<file path="src/hdl/alc_defines.svh">
// offsets, field positions, reset values and level constants of the level-control input path
`ifndef ALC_DEFINES_SVH
`define ALC_DEFINES_SVH

// ****************************************
// register byte offsets
// ****************************************
`define ALC_OFS_CTRL 8'h00
`define ALC_OFS_REF 8'h04
`define ALC_OFS_VOL 8'h08
`define ALC_OFS_INPUT 8'h0c
`define ALC_OFS_STATUS 8'h10

// ****************************************
// control and input word fields
// ****************************************
`define ALC_CTRL_EN 0
`define ALC_CTRL_ZCDIS 1
`define ALC_CTRL_THR 3:2
`define ALC_CTRL_ATT 5:4
`define ALC_CTRL_ZTM 7:6
`define ALC_CTRL_WTM 9:8
`define ALC_CTRL_RGAIN 11:10
`define ALC_IN_LSRC 0
`define ALC_IN_RSRC 1
`define ALC_IN_LDIFF 2
`define ALC_IN_RDIFF 3
`define ALC_IN_GAIN 5:4
`define ALC_IN_BIAS 6

// ****************************************
// reset values and codes
// ****************************************
`define ALC_RST_REF 8'he1
`define ALC_RST_VOL 8'h91
`define ALC_RST_GAIN 2'h1
`define ALC_GAIN_BAD 2'h3
`define ALC_VOL_MAX 8'hf1
`define ALC_VOL_MUTE 8'h00
`define ALC_PERIOD_BASE 11'h080
`define ALC_RESP_OKAY 2'h0
`define ALC_RESP_SLVERR 2'h2

// ****************************************
// full-scale magnitudes of -2.5, -4.1, -6.0, -8.5 and -12 dBFS
// ****************************************
`define ALC_LVL_0 16'h5ff3
`define ALC_LVL_1 16'h4fd5
`define ALC_LVL_2 16'h4026
`define ALC_LVL_3 16'h301a
`define ALC_LVL_4 16'h2027

`endif

</file>
<file path="src/hdl/alc_pkg.sv">
// types shared by the level-control input path
package alc_pkg;

   typedef enum logic [2:0] {
      ALC_MANUAL = 3'b001,
      ALC_LIMIT = 3'b010,
      ALC_RECOVER = 3'b100
   } alc_mode_t;

   typedef struct packed {
      logic alcEn;
      logic zcDis;
      logic [1:0] thrSel;
      logic [1:0] attStep;
      logic [1:0] zcSel;
      logic [1:0] waitSel;
      logic [1:0] recStep;
      logic [7:0] refLevel;
      logic [7:0] manLeft;
      logic [7:0] manRight;
      logic leftSrc;
      logic rightSrc;
      logic leftDiff;
      logic rightDiff;
      logic [1:0] micGain;
      logic micBias;
      logic [7:0] volLeft;
      logic [7:0] volRight;
      logic [7:0] tgtLeft;
      logic [7:0] tgtRight;
      logic signLeft;
      logic signRight;
      logic [10:0] zcCount;
      logic [10:0] waitCount;
      alc_mode_t mode;
      logic awGot;
      logic wGot;
      logic [7:0] awAddr;
      logic [31:0] wData;
      logic [3:0] wStrb;
      logic bValid;
      logic [1:0] bResp;
      logic rValid;
      logic [31:0] rData;
      logic [1:0] rResp;
   } alc_state_t;

endpackage : alc_pkg

</file>
<file path="src/hdl/alc_input_path.sv">
// level-control input path: limiter, recovery, volume codes, input selection and mic bias
//
// Our own choices: the register offsets and the AXI4-Lite interface to the registers.
`timescale 1ns/1ps
`include "alc_defines.svh"

module alc_input_path import alc_pkg::*; #(
   parameter int SAMPLE_W = 16,
   parameter int ADDR_W = 8
) (
   input wire logic clk_sys,
   input wire logic reset,
   input wire logic s_axi_awvalid,
   output logic s_axi_awready,
   input wire logic [ADDR_W-1:0] s_axi_awaddr,
   input wire logic s_axi_wvalid,
   output logic s_axi_wready,
   input wire logic [31:0] s_axi_wdata,
   input wire logic [3:0] s_axi_wstrb,
   output logic s_axi_bvalid,
   input wire logic s_axi_bready,
   output logic [1:0] s_axi_bresp,
   input wire logic s_axi_arvalid,
   output logic s_axi_arready,
   input wire logic [ADDR_W-1:0] s_axi_araddr,
   output logic s_axi_rvalid,
   input wire logic s_axi_rready,
   output logic [31:0] s_axi_rdata,
   output logic [1:0] s_axi_rresp,
   input wire logic sampleValid,
   input wire logic signed [SAMPLE_W-1:0] sampleLeft,
   input wire logic signed [SAMPLE_W-1:0] sampleRight,
   output logic [7:0] leftVolumeCode,
   output logic [7:0] rightVolumeCode,
   output logic leftSourceSel,
   output logic rightSourceSel,
   output logic leftDiffMode,
   output logic rightDiffMode,
   output logic [1:0] micGainSel,
   output logic micBiasOut
);

   // ****************************************
   // state
   // ****************************************
   alc_state_t s_reg;
   alc_state_t s_next;

   logic [15:0] absLeft;
   logic [15:0] absRight;
   logic [15:0] peak;
   logic [15:0] thrLevel;
   logic [15:0] rstLevel;
   logic overThr;
   logic belowRst;
   logic crossLeft;
   logic crossRight;
   logic pending;
   logic [10:0] zcPeriod;
   logic [10:0] waitPeriod;
   logic zcHit;
   logic [7:0] attAmount;
   logic [7:0] recAmount;
   logic [7:0] attTarget;
   logic [8:0] recSum;
   logic [7:0] recLimit;
   logic [7:0] recTarget;
   logic doWrite;
   logic [31:0] wMerged;
   logic inputLegal;

   function automatic logic [15:0] magnitude(input logic [15:0] x);
      magnitude = x[15] ? 16'(~x + 16'h0001) : x;
   endfunction : magnitude

   function automatic logic [31:0] lanes(input logic [31:0] old, input logic [31:0] nw, input logic [3:0] st);
      for (int i = 0; i < 4; i++) begin
         lanes[i*8 +: 8] = st[i] ? nw[i*8 +: 8] : old[i*8 +: 8];
      end
   endfunction : lanes

   // ****************************************
   // level detection and step arithmetic
   // ****************************************
   assign absLeft = magnitude(16'(sampleLeft));
   assign absRight = magnitude(16'(sampleRight));
   assign peak = (absLeft > absRight) ? absLeft : absRight;

   always_comb begin
      case (s_reg.thrSel)
         2'h0: begin
            thrLevel = `ALC_LVL_0;
            rstLevel = `ALC_LVL_1;
         end
         2'h1: begin
            thrLevel = `ALC_LVL_1;
            rstLevel = `ALC_LVL_2;
         end
         2'h2: begin
            thrLevel = `ALC_LVL_2;
            rstLevel = `ALC_LVL_3;
         end
         default: begin
            thrLevel = `ALC_LVL_3;
            rstLevel = `ALC_LVL_4;
         end
      endcase
   end

   assign overThr = peak >= thrLevel;
   assign belowRst = peak < rstLevel;
   assign crossLeft = sampleLeft[SAMPLE_W-1] != s_reg.signLeft;
   assign crossRight = sampleRight[SAMPLE_W-1] != s_reg.signRight;
   assign pending = (s_reg.volLeft != s_reg.tgtLeft) || (s_reg.volRight != s_reg.tgtRight);
   assign zcPeriod = `ALC_PERIOD_BASE << s_reg.zcSel;
   assign waitPeriod = `ALC_PERIOD_BASE << s_reg.waitSel;
   assign zcHit = pending && (s_reg.zcCount == 11'(zcPeriod - 11'h001));
   assign attAmount = s_reg.zcDis ? 8'h01 : 8'(8'h01 << s_reg.attStep);
   assign recAmount = 8'(s_reg.recStep) + 8'h01;
   assign attTarget = (s_reg.tgtLeft > attAmount) ? 8'(s_reg.tgtLeft - attAmount) : `ALC_VOL_MUTE;
   assign recSum = 9'(s_reg.tgtLeft) + 9'(recAmount);
   assign recLimit = (s_reg.refLevel > `ALC_VOL_MAX) ? `ALC_VOL_MAX : s_reg.refLevel;
   assign recTarget = (recSum > 9'(recLimit)) ? recLimit : recSum[7:0];

   // ****************************************
   // bus decode
   // ****************************************
   assign doWrite = s_reg.awGot && s_reg.wGot && !s_reg.bValid;
   assign s_axi_awready = !s_reg.awGot && !s_reg.bValid;
   assign s_axi_wready = !s_reg.wGot && !s_reg.bValid;
   assign s_axi_arready = !s_reg.rValid;

   always_comb begin
      wMerged = 32'h0;
      case (s_reg.awAddr)
         `ALC_OFS_CTRL: wMerged = lanes({20'h0, s_reg.recStep, s_reg.waitSel, s_reg.zcSel, s_reg.attStep,
                                         s_reg.thrSel, s_reg.zcDis, s_reg.alcEn}, s_reg.wData, s_reg.wStrb);
         `ALC_OFS_REF: wMerged = lanes({24'h0, s_reg.refLevel}, s_reg.wData, s_reg.wStrb);
         `ALC_OFS_VOL: wMerged = lanes({16'h0, s_reg.manRight, s_reg.manLeft}, s_reg.wData, s_reg.wStrb);
         `ALC_OFS_INPUT: wMerged = lanes({25'h0, s_reg.micBias, s_reg.micGain, s_reg.rightDiff, s_reg.leftDiff,
                                          s_reg.rightSrc, s_reg.leftSrc}, s_reg.wData, s_reg.wStrb);
         default: wMerged = 32'h0;
      endcase
   end

   // a differential pair borrows one pin of the other side, so a select naming that pin has no path
   assign inputLegal = !(!wMerged[`ALC_IN_LDIFF] && wMerged[`ALC_IN_RDIFF] && wMerged[`ALC_IN_LSRC])
      && !(wMerged[`ALC_IN_LDIFF] && !wMerged[`ALC_IN_RDIFF] && !wMerged[`ALC_IN_RSRC])
      && (wMerged[`ALC_IN_GAIN] != `ALC_GAIN_BAD);

   // ****************************************
   // next state
   // ****************************************
   always_comb begin
      s_next = s_reg;
      // write channel: address and data may arrive in either order
      if (s_axi_awvalid && s_axi_awready) begin
         s_next.awGot = 1'b1;
         s_next.awAddr = 8'(s_axi_awaddr);
      end
      if (s_axi_wvalid && s_axi_wready) begin
         s_next.wGot = 1'b1;
         s_next.wData = s_axi_wdata;
         s_next.wStrb = s_axi_wstrb;
      end
      if (doWrite) begin
         s_next.awGot = 1'b0;
         s_next.wGot = 1'b0;
         s_next.bValid = 1'b1;
         s_next.bResp = `ALC_RESP_OKAY;
         case (s_reg.awAddr)
            `ALC_OFS_CTRL: begin
               s_next.alcEn = wMerged[`ALC_CTRL_EN];
               s_next.zcDis = wMerged[`ALC_CTRL_ZCDIS];
               s_next.thrSel = wMerged[`ALC_CTRL_THR];
               s_next.attStep = wMerged[`ALC_CTRL_ATT];
               s_next.zcSel = wMerged[`ALC_CTRL_ZTM];
               s_next.waitSel = wMerged[`ALC_CTRL_WTM];
               s_next.recStep = wMerged[`ALC_CTRL_RGAIN];
            end
            `ALC_OFS_REF: s_next.refLevel = wMerged[7:0];
            `ALC_OFS_VOL: begin
               s_next.manLeft = wMerged[7:0];
               s_next.manRight = wMerged[15:8];
            end
            `ALC_OFS_INPUT: begin
               if (inputLegal) begin
                  s_next.leftSrc = wMerged[`ALC_IN_LSRC];
                  s_next.rightSrc = wMerged[`ALC_IN_RSRC];
                  s_next.leftDiff = wMerged[`ALC_IN_LDIFF];
                  s_next.rightDiff = wMerged[`ALC_IN_RDIFF];
                  s_next.micGain = wMerged[`ALC_IN_GAIN];
                  s_next.micBias = wMerged[`ALC_IN_BIAS];
               end
            end
            `ALC_OFS_STATUS: s_next.bResp = `ALC_RESP_OKAY;
            default: s_next.bResp = `ALC_RESP_SLVERR;
         endcase
      end
      if (s_reg.bValid && s_axi_bready) begin
         s_next.bValid = 1'b0;
      end
      // read channel
      if (s_axi_arvalid && s_axi_arready) begin
         s_next.rValid = 1'b1;
         s_next.rResp = `ALC_RESP_OKAY;
         case (8'(s_axi_araddr))
            `ALC_OFS_CTRL: s_next.rData = {20'h0, s_reg.recStep, s_reg.waitSel, s_reg.zcSel, s_reg.attStep,
                                           s_reg.thrSel, s_reg.zcDis, s_reg.alcEn};
            `ALC_OFS_REF: s_next.rData = {24'h0, s_reg.refLevel};
            `ALC_OFS_VOL: s_next.rData = {16'h0, s_reg.manRight, s_reg.manLeft};
            `ALC_OFS_INPUT: s_next.rData = {25'h0, s_reg.micBias, s_reg.micGain, s_reg.rightDiff, s_reg.leftDiff,
                                            s_reg.rightSrc, s_reg.leftSrc};
            `ALC_OFS_STATUS: s_next.rData = {13'h0, s_reg.mode, s_reg.volRight, s_reg.volLeft};
            default: begin
               s_next.rData = 32'h0;
               s_next.rResp = `ALC_RESP_SLVERR;
            end
         endcase
      end else if (s_reg.rValid && s_axi_rready) begin
         s_next.rValid = 1'b0;
      end
      // level control, once per sample period
      if (sampleValid) begin
         s_next.signLeft = sampleLeft[SAMPLE_W-1];
         s_next.signRight = sampleRight[SAMPLE_W-1];
         if (!s_reg.alcEn) begin
            s_next.mode = ALC_MANUAL;
            s_next.tgtLeft = s_reg.manLeft;
            s_next.tgtRight = s_reg.manRight;
         end else begin
            case (s_reg.mode)
               ALC_MANUAL: begin
                  // both channels start from the left manual code
                  s_next.mode = ALC_RECOVER;
                  s_next.waitCount = 11'h0;
                  s_next.tgtLeft = s_reg.manLeft;
                  s_next.tgtRight = s_reg.manLeft;
               end
               ALC_LIMIT: begin
                  if (overThr) begin
                     if (!pending) begin
                        s_next.tgtLeft = attTarget;
                        s_next.tgtRight = attTarget;
                     end
                  end else begin
                     s_next.mode = ALC_RECOVER;
                     s_next.waitCount = 11'h0;
                  end
               end
               ALC_RECOVER: begin
                  if (overThr) begin
                     s_next.mode = ALC_LIMIT;
                     if (!pending) begin
                        s_next.tgtLeft = attTarget;
                        s_next.tgtRight = attTarget;
                     end
                  end else if (!belowRst) begin
                     s_next.waitCount = 11'h0;
                  end else if (s_reg.waitCount >= 11'(waitPeriod - 11'h001)) begin
                     // an unfinished change holds the wait expired, so a long timeout paces the steps
                     if (!pending) begin
                        s_next.waitCount = 11'h0;
                        if (s_reg.tgtLeft < recLimit) begin
                           s_next.tgtLeft = recTarget;
                           s_next.tgtRight = recTarget;
                        end
                     end
                  end else begin
                     s_next.waitCount = 11'(s_reg.waitCount + 11'h001);
                  end
               end
               default: s_next.mode = ALC_MANUAL;
            endcase
         end
         // apply volume codes
         if (s_reg.alcEn && s_reg.zcDis) begin
            s_next.volLeft = s_next.tgtLeft;
            s_next.volRight = s_next.tgtRight;
         end else begin
            if (crossLeft || zcHit) begin
               s_next.volLeft = s_reg.tgtLeft;
            end
            if (crossRight || zcHit) begin
               s_next.volRight = s_reg.tgtRight;
            end
         end
         if (!pending || zcHit || (s_next.tgtLeft != s_reg.tgtLeft) || (s_next.tgtRight != s_reg.tgtRight)) begin
            s_next.zcCount = 11'h0;
         end else begin
            s_next.zcCount = 11'(s_reg.zcCount + 11'h001);
         end
      end
   end

   always_ff @(posedge clk_sys) begin
      if (reset) begin
         s_reg <= '{alcEn: 1'b0, zcDis: 1'b0, thrSel: 2'h0, attStep: 2'h0, zcSel: 2'h0, waitSel: 2'h0,
                    recStep: 2'h0, refLevel: `ALC_RST_REF, manLeft: `ALC_RST_VOL, manRight: `ALC_RST_VOL,
                    leftSrc: 1'b0, rightSrc: 1'b0, leftDiff: 1'b0, rightDiff: 1'b0, micGain: `ALC_RST_GAIN,
                    micBias: 1'b0, volLeft: `ALC_RST_VOL, volRight: `ALC_RST_VOL, tgtLeft: `ALC_RST_VOL,
                    tgtRight: `ALC_RST_VOL, signLeft: 1'b0, signRight: 1'b0, zcCount: 11'h0, waitCount: 11'h0,
                    mode: ALC_MANUAL, awGot: 1'b0, wGot: 1'b0, awAddr: 8'h0, wData: 32'h0, wStrb: 4'h0,
                    bValid: 1'b0, bResp: 2'h0, rValid: 1'b0, rData: 32'h0, rResp: 2'h0};
      end else begin
         s_reg <= s_next;
      end
   end

   // ****************************************
   // outputs
   // ****************************************
   assign s_axi_bvalid = s_reg.bValid;
   assign s_axi_bresp = s_reg.bResp;
   assign s_axi_rvalid = s_reg.rValid;
   assign s_axi_rdata = s_reg.rData;
   assign s_axi_rresp = s_reg.rResp;
   assign leftVolumeCode = s_reg.volLeft;
   assign rightVolumeCode = s_reg.volRight;
   assign leftSourceSel = s_reg.leftSrc;
   assign rightSourceSel = s_reg.rightSrc;
   assign leftDiffMode = s_reg.leftDiff;
   assign rightDiffMode = s_reg.rightDiff;
   assign micGainSel = s_reg.micGain;
   assign micBiasOut = s_reg.micBias;
endmodule : alc_input_path

</file>
<file path="config.mk">
export PLATFORM = sky130hd
export DESIGN_NAME = alc_input_path
export DESIGN_NICKNAME = d
export VERILOG_FILES = /design/src/hdl/alc_pkg.sv /design/src/hdl/alc_input_path.sv
export VERILOG_INCLUDE_DIRS = /design/src /design/src/hdl
export SDC_FILE = /design/constraint.sdc
export NUM_CORES = 1
export LEC_CHECK = 0
export ABC_AREA = 1
export BUFFER_PORTS_ARGS = -buffer_cell sky130_fd_sc_hd__buf_4
export CAP_MARGIN = 20
export CORE_MARGIN = 3
export CORE_UTILIZATION = 45
export DETAILED_ROUTE_END_ITERATION = 8
export GPL_TIMING_DRIVEN = 0
export PLACE_DENSITY = 0.68
export SYNTH_ARGS = -nofsm -noshare
export SYNTH_HDL_FRONTEND = slang
export SYNTH_SLANG_ARGS = --single-unit
</file>
<file path="constraint.sdc">
create_clock -name clk_sys -period 6 [get_ports clk_sys]
set_input_delay 0.3 -clock clk_sys [delete_from_list [all_inputs] [get_ports clk_sys]]
set_output_delay 0.3 -clock clk_sys [all_outputs]
set_load 0.02 [all_outputs]
</file>
==> Yosys cells after proc, flatten, opt, wreduce, memory -nomap -nowiden <==
Cells that the tools add are included.
{ "word_totals": {"reg_bits": 186, "latch_bits": 0, "ram_bits": 0, "romBits": 0, "output_inout_bits": 64, "mem_count": 0} }
{ "op_classes": {"addsub": 9, "multipliers": 0, "div_mod_pow": 0, "n_lt_le_gt_ge": 8, "n_eq_ne": 27, "shift": 3, "muxes": 45, "n_bitwise": 2, "n_reduce_logical": 53} }
{ "ops": {"columns": ["op", "n"], "rows": [
  ["$mux 16", 13],
  ["$mux 8", 13],
  ["$pmux 19 s5", 1],
  ["$pmux 15 s3", 2],
  ["$pmux 16 s4", 1],
  ["$mux 11", 5],
  ["$pmux 16 s3", 1],
  ["$pmux 11 s3", 1],
  ["$add 16x1->16 const B", 2],
  ["$eq 8x4->1 const B", 4],
  ["$ne 8x8->1", 4],
  ["$not 16->16", 2],
  ["$add 11x1->11 const B", 2],
  ["$shl 8x2->11 const A", 2],
  ["$sub 11x1->11 const B", 2],
  ["$logic_and 1x1->1", 17],
  ["$eq 8x3->1 const B", 2],
  ["$eq 8x5->1 const B", 2],
  ["$ge 16x16->1", 1],
  ["$gt 16x16->1", 1],
  ["$logic_not 8->1", 2],
  ["$lt 16x16->1", 1],
  ["$mux 14", 1],
  ["$eq 11x11->1", 1],
  ["other kinds (32)", 64]
]} }

==> Logic depth before layout (Yosys ltp) <==
{ "depth": {"ltp_word": 16, "depth_mapped": 49, "depth_no_buf": 46} }

==> Worst setup path before layout <==
No wires, ideal clock.
{ "synth_timing": {"path_kind": "input port to flip-flop", "start": "input port sampleLeft[0]", "end": "register s_reg[106] (netlist bit)", "setup_time_ns": 0.062, "t_arrival_ns": 5.181, "slack_ns": 0.757, "stages": 40, "cell_sequence": "inv_1 > ha_1 > inv_1 > nor2_1 > inv_1 > nor3_1 > inv_1 > nor3_1 > a41oi_1 > xor2_1 > ha_1 > nand2_1 > nor3_2 > nand3_1 > nand2_2 > clkinv_1 > clkbuf_1 > o21ai_0 > (+4 left out) > a21boi_2 > nand2_1 > nand2_1 > nand2_1 > nand2_1 > nand2_1 > nand2_1 > nand2_1 > nand2_1 > nand2_1 > nor2_1 > nand2_1 > nor2_1 > nand2_1 > nand2_1 > nand2_2 > buf_6 > nor2_2"} }
{ "synth_via": {"elab_chain_len": 15} }
{ "synth_rtl": {"columns": ["element", "line_no", "text"], "rows": [
  ["start, declared", "alc_input_path.sv:31", "input wire logic signed [SAMPLE_W-1:0] sampleLeft,"],
  ["$not 16->16", "alc_input_path.sv:73", "magnitude = x[15] ? 16'(~x + 16'h0001) : x;"],
  ["$add 16x1->16", "alc_input_path.sv:73", null],
  ["$mux 16 *", "alc_input_path.sv:73", null],
  ["$gt 16x16->1", "alc_input_path.sv:87", "assign peak = (absLeft > absRight) ? absLeft : absRight;"],
  ["$mux 16 *", "alc_input_path.sv:87", null],
  ["$lt 16x16->1", "alc_input_path.sv:111", "assign belowRst = peak < rstLevel;"],
  ["$mux 16", "alc_input_path.sv:258", "end else if (!belowRst) begin"],
  ["$mux 16", "alc_input_path.sv:252", "if (overThr) begin"],
  ["$pmux 16 s3 *", "alc_input_path.sv:232", "case (s_reg.mode)"],
  ["$mux 16 *", "alc_input_path.sv:227", "if (!s_reg.alcEn) begin"],
  ["$mux 16 *", "alc_input_path.sv:224", "if (sampleValid) begin"],
  ["$ne 8x8->1", "alc_input_path.sv:288", "if (!pending || zcHit || (s_next.tgtLeft != s_reg.tgtLeft) || (s_next.tgtRight != s_reg.tgtRight)) begin"],
  ["$logic_or 1x1->1", "alc_input_path.sv:288", null],
  ["$logic_or 1x1->1 *", "alc_input_path.sv:288", null],
  ["$mux 11 *", "alc_input_path.sv:288", null],
  ["end signal, assigned", "alc_input_path.sv:298", "s_reg <= '{alcEn: 1'b0, zcDis: 1'b0, thrSel: 2'h0, attStep: 2'h0, zcSel: 2'h0, waitSel: 2'h0,"],
  ["end signal, assigned", "alc_input_path.sv:306", "s_reg <= s_next;"],
  ["end, declared", "alc_input_path.sv:46", "alc_state_t s_reg;"]
]} }
Mark *: on every way between the ends. The rest lies on a longest branch, timed or not. The select of a mux whose other input is x is not followed.
A chain may end at the register's enable or synchronous reset.

==> Worst setup path after layout <==
{ "layout_timing": {"start": "register s_reg[119] (netlist bit)", "end": "register s_reg[102] (netlist bit)"} }
{ "layout_via": {"elab_chain_len": 15} }
{ "layout_rtl": {"columns": ["element", "line_no", "text"], "rows": [
  ["$add 8x3->9", "alc_input_path.sv:121", "assign recSum = 9'(s_reg.tgtLeft) + 9'(recAmount);"],
  ["$gt 9x8->1", "alc_input_path.sv:123", "assign recTarget = (recSum > 9'(recLimit)) ? recLimit : recSum[7:0];"],
  ["$mux 8", "alc_input_path.sv:123", null],
  ["$mux 16", "alc_input_path.sv:264", "if (s_reg.tgtLeft < recLimit) begin"],
  ["$mux 16", "alc_input_path.sv:262", "if (!pending) begin"],
  ["$mux 16", "alc_input_path.sv:260", "end else if (s_reg.waitCount >= 11'(waitPeriod - 11'h001)) begin"],
  ["$mux 16", "alc_input_path.sv:258", null],
  ["$mux 16", "alc_input_path.sv:252", null],
  ["$pmux 16 s3", "alc_input_path.sv:232", null],
  ["$mux 16", "alc_input_path.sv:227", null],
  ["$mux 16", "alc_input_path.sv:224", null],
  ["$ne 8x8->1", "alc_input_path.sv:288", null],
  ["$logic_or 1x1->1", "alc_input_path.sv:288", null],
  ["$logic_or 1x1->1 *", "alc_input_path.sv:288", null],
  ["$mux 11 *", "alc_input_path.sv:288", null]
]} }
Marked as above.

==> summary.txt <==
Power
  – Pwr dens: between 200 and 250 nW/um2
  – Pleak: 6.84 nW
  – Max IR drop VDD: 136 uV

Detailed routing
  – Antenna Nets Post-Route: 0
  – Pre-antenna DRT Iters: 6
  – DR vias/cell: about 5.6
  – Post-Route WL: between 40000 and 50000 um
  – Initial DRC count: between 1500 and 2000
  – Post-route DRC: 0
  – WL per Instance: between 15 and 20 um
  – Vias: roughly 14000

Logic synthesis
  – Yosys cell types: 68
  – Cells after synthesis: 1959
  – Async SR Flop Fraction: 0%
  – Number of flops mapped to enable cells by yosys: 0
  – Seq/Total Area, Yosys: approximately 25%
  – Register bit total from synthesis: between 150 and 200
  – Avg Cell Area, Syn: between 6 and 7 um2
  – Cell Area, Synth: between 10000 and 15000 um2
  – Yosys warning count: 0
  – Ys flop type: dfxtp_1

Critical path
  – WS Path Type: flip-flop to flip-flop
  – Crit path buf inv count: 5
  – Delay-heaviest family, CP: simple AND/OR/NAND/NOR gates
  – Crit Path Max Fanout: 10
  – Critical path arrival: about 6.0 ns
  – Reg-to-reg startpoint: s_reg[119]
  – CP Capture Type: flip-flop
  – Startpoint Class: flip-flop
  – R2R setup slack: roughly 0.37 ns
  – Most used cell, CP: nand2_1
  – Worst setup startpoint: s_reg[119]
  – WP data required: 6.38 ns
  – Slowest stage cell on the critical path: dfxtp_1
  – Crit-path max cell delay: roughly 0.52 ns

CTS
  – # hold bufs at CTS: 0
  – CTS tree: built
  – Num CTS Buffers: 17
  – CTS Root Cell: clkbuf_16
  – Clk Latency, worst-skew pair: approximately 0.44 ns
  – Clock transition at the registers of the reported paths: ~0.07 ns
  – Longest Clk Path Bufs: 2
  – Clock tree sinks: ~150
  – CTS H-tree lvls: 4

Placement
  – Placer Congestion: 0.983
  – Placed insts: approximately 2400
  – Count of input and output buffers: 121
  – Pre-CTS setup slack: -0.907 ns
  – DP HPWL: 36000 um

GRT
  – Total GRT Usage: between 30 and 40%
  – GRT overflow: 0
  – Vias in the first global route: around 13000
  – Pin count of the biggest net entering global routing: 17
  – First-pass GRT wire length: 69400 um
  – Initial antenna violation count: 0

Worst hold path
  – Worst hold-check path type: primary input to flip-flop
  – HP Start: s_axi_bready

Layout
  – Most frequent cells in the layout: nand2_1, inv_1, a21oi_1
  – Antenna diode count: 0
  – FILL cells: 2748
  – Max reg flops: ~110
  – Share of cells above drive strength 1: roughly 16%
  – Synth-to-Final Area Change: 18.8%
  – Fin nets: roughly 2300
  – Non-Filler Instances: between 2000 and 2500
  – Commonest non-fill, non-tap cell in the layout: nand2_1
  – Post-layout util: 54.6%

Floorplan
  – Die width: between 150 and 200 um
  – Starting Density: a little under half
  – Std-Cell Rows: 60
  – Core area: between 20000 and 30000 um2
  – Die height: between 150 and 200 um
  – I/O pins: 156
  – Die area: ~30000 um2

Outcome
  – Status: complete, no violations

Timing
  – Max_slew headroom: about a fifth
  – Final hold violation count: 0
  – Worst slew pin tran: about 1.2 ns
  – Setup TNS: 0 ns
  – Min Tclk post-route: roughly 5.6 ns
  – Max Fclk: ~180 MHz
  – Crit share post-route: 93.9%
  – Max-slew violation count: 0
  – Setup Viol. Count Final: 0
  – PnR worst setup slack: roughly 0.37 ns
  – Final Skew: about 0.016 ns

Run
  – Max-cap violations: 0
## metrics by stage
stage                     instance area (um2)  hold WS [ns]  power [mW]
final                                   14800        0.0491        3.19
after global routing                    14800        0.0551        3.33
after CTS                               14500        0.0427        3.10
after detailed placement                13800         0.455        1.96
after global placement                  13800         0.451        1.95
after floorplan                         12500         0.399        1.69
## synthesized netlist by cell type, drive strengths merged (6+ instances only)
cell type / instances / area share (%)
nor3: 26 / 1.3
xor2: 29 / 2.0
o21ai: 196 / 7.9
o221ai: 6 / 0.42
dfxtp: 153 / 25
nand3: 81 / 3.6
o211ai: 18 / 1.1
nand2: 488 / 15
a21o: 6 / 0.36
a21oi: 203 / 8.2
ha: 77 / 7.8
clkinv: 7 / 0.21
nor2: 183 / 6.1
a32oi: 8 / 0.56
nand4: 26 / 1.4
clkbuf: 47 / 1.4
xnor2: 18 / 1.3
inv: 234 / 7.1
buf: 77 / 4.6
nor4: 20 / 1.2
## worst paths after layout
path              cells after the start               to
hold / removal                        2     s_axi_bvalid
setup / recovery                     38       s_reg[102]
setup reg to reg                     38       s_reg[102]
hold reg to reg                       2  s_axi_rdata[13]
## final cells by class
cell class | count | area (um2) | area share [%]
clock inverters | 13 | 151 | 1.03
repair buffers | 139 | 1070 | 7.25
flip-flops and latches | 153 | 3060 | 20.8
clock buffers | 19 | 453 | 3.07
multi-input cells | 1455 | 7900 | 53.5
plain buffers | 124 | 785 | 5.32
inverters | 241 | 915 | 6.20
well taps | 341 | 427 | 2.89
## cell families after synthesis
logic type      count (synthesis)  share of synthesized area, %
simple gates                  835                          29.2
compound gates                478                          21.3
buf+inv                       365                          13.4
flops                         153                          24.6
fa+ha+maj                      79                          8.07
xor+xnor                       47                          3.31
other cells                     1                        0.0302
mux                             1                        0.0806
## worst reg2reg max path: cells and delay by family (launching register included)
family | cells | cell delay (ns)
and+or+nand+nor | 26 | 2.35
DFF | 1 | 0.52
buffers and inverters | 5 | 0.80
AOI/OAI and AO/OA | 3 | 0.60
adders and majority gates | 3 | 1.09
xor gates and xnor gates | 1 | 0.22
## metal layers
layer,track usage (%),vias up,wire length [um]
met3,4.89,85,4000
met4,9.51,0,1210
met5,0,-,0
met1,42.0,6529,19900
li1,-,6767,-
met2,47.6,607,20600
## where the power goes
group / internal, mW / switching [mW]
Sequential: 1.05 / 0.0352
Clock: 0.616 / 0.521
Combinational: 0.360 / 0.600
## repair_timing
action / 4_1_cts / 5_1_grt
gates resized for setup: 14 / 47
pin swaps: 0 / 20
cloned: 0 / 2
setup endpoints to repair: 22 / 25
buffers inserted: 1 / 12
(Power assumes the default switching activity.)
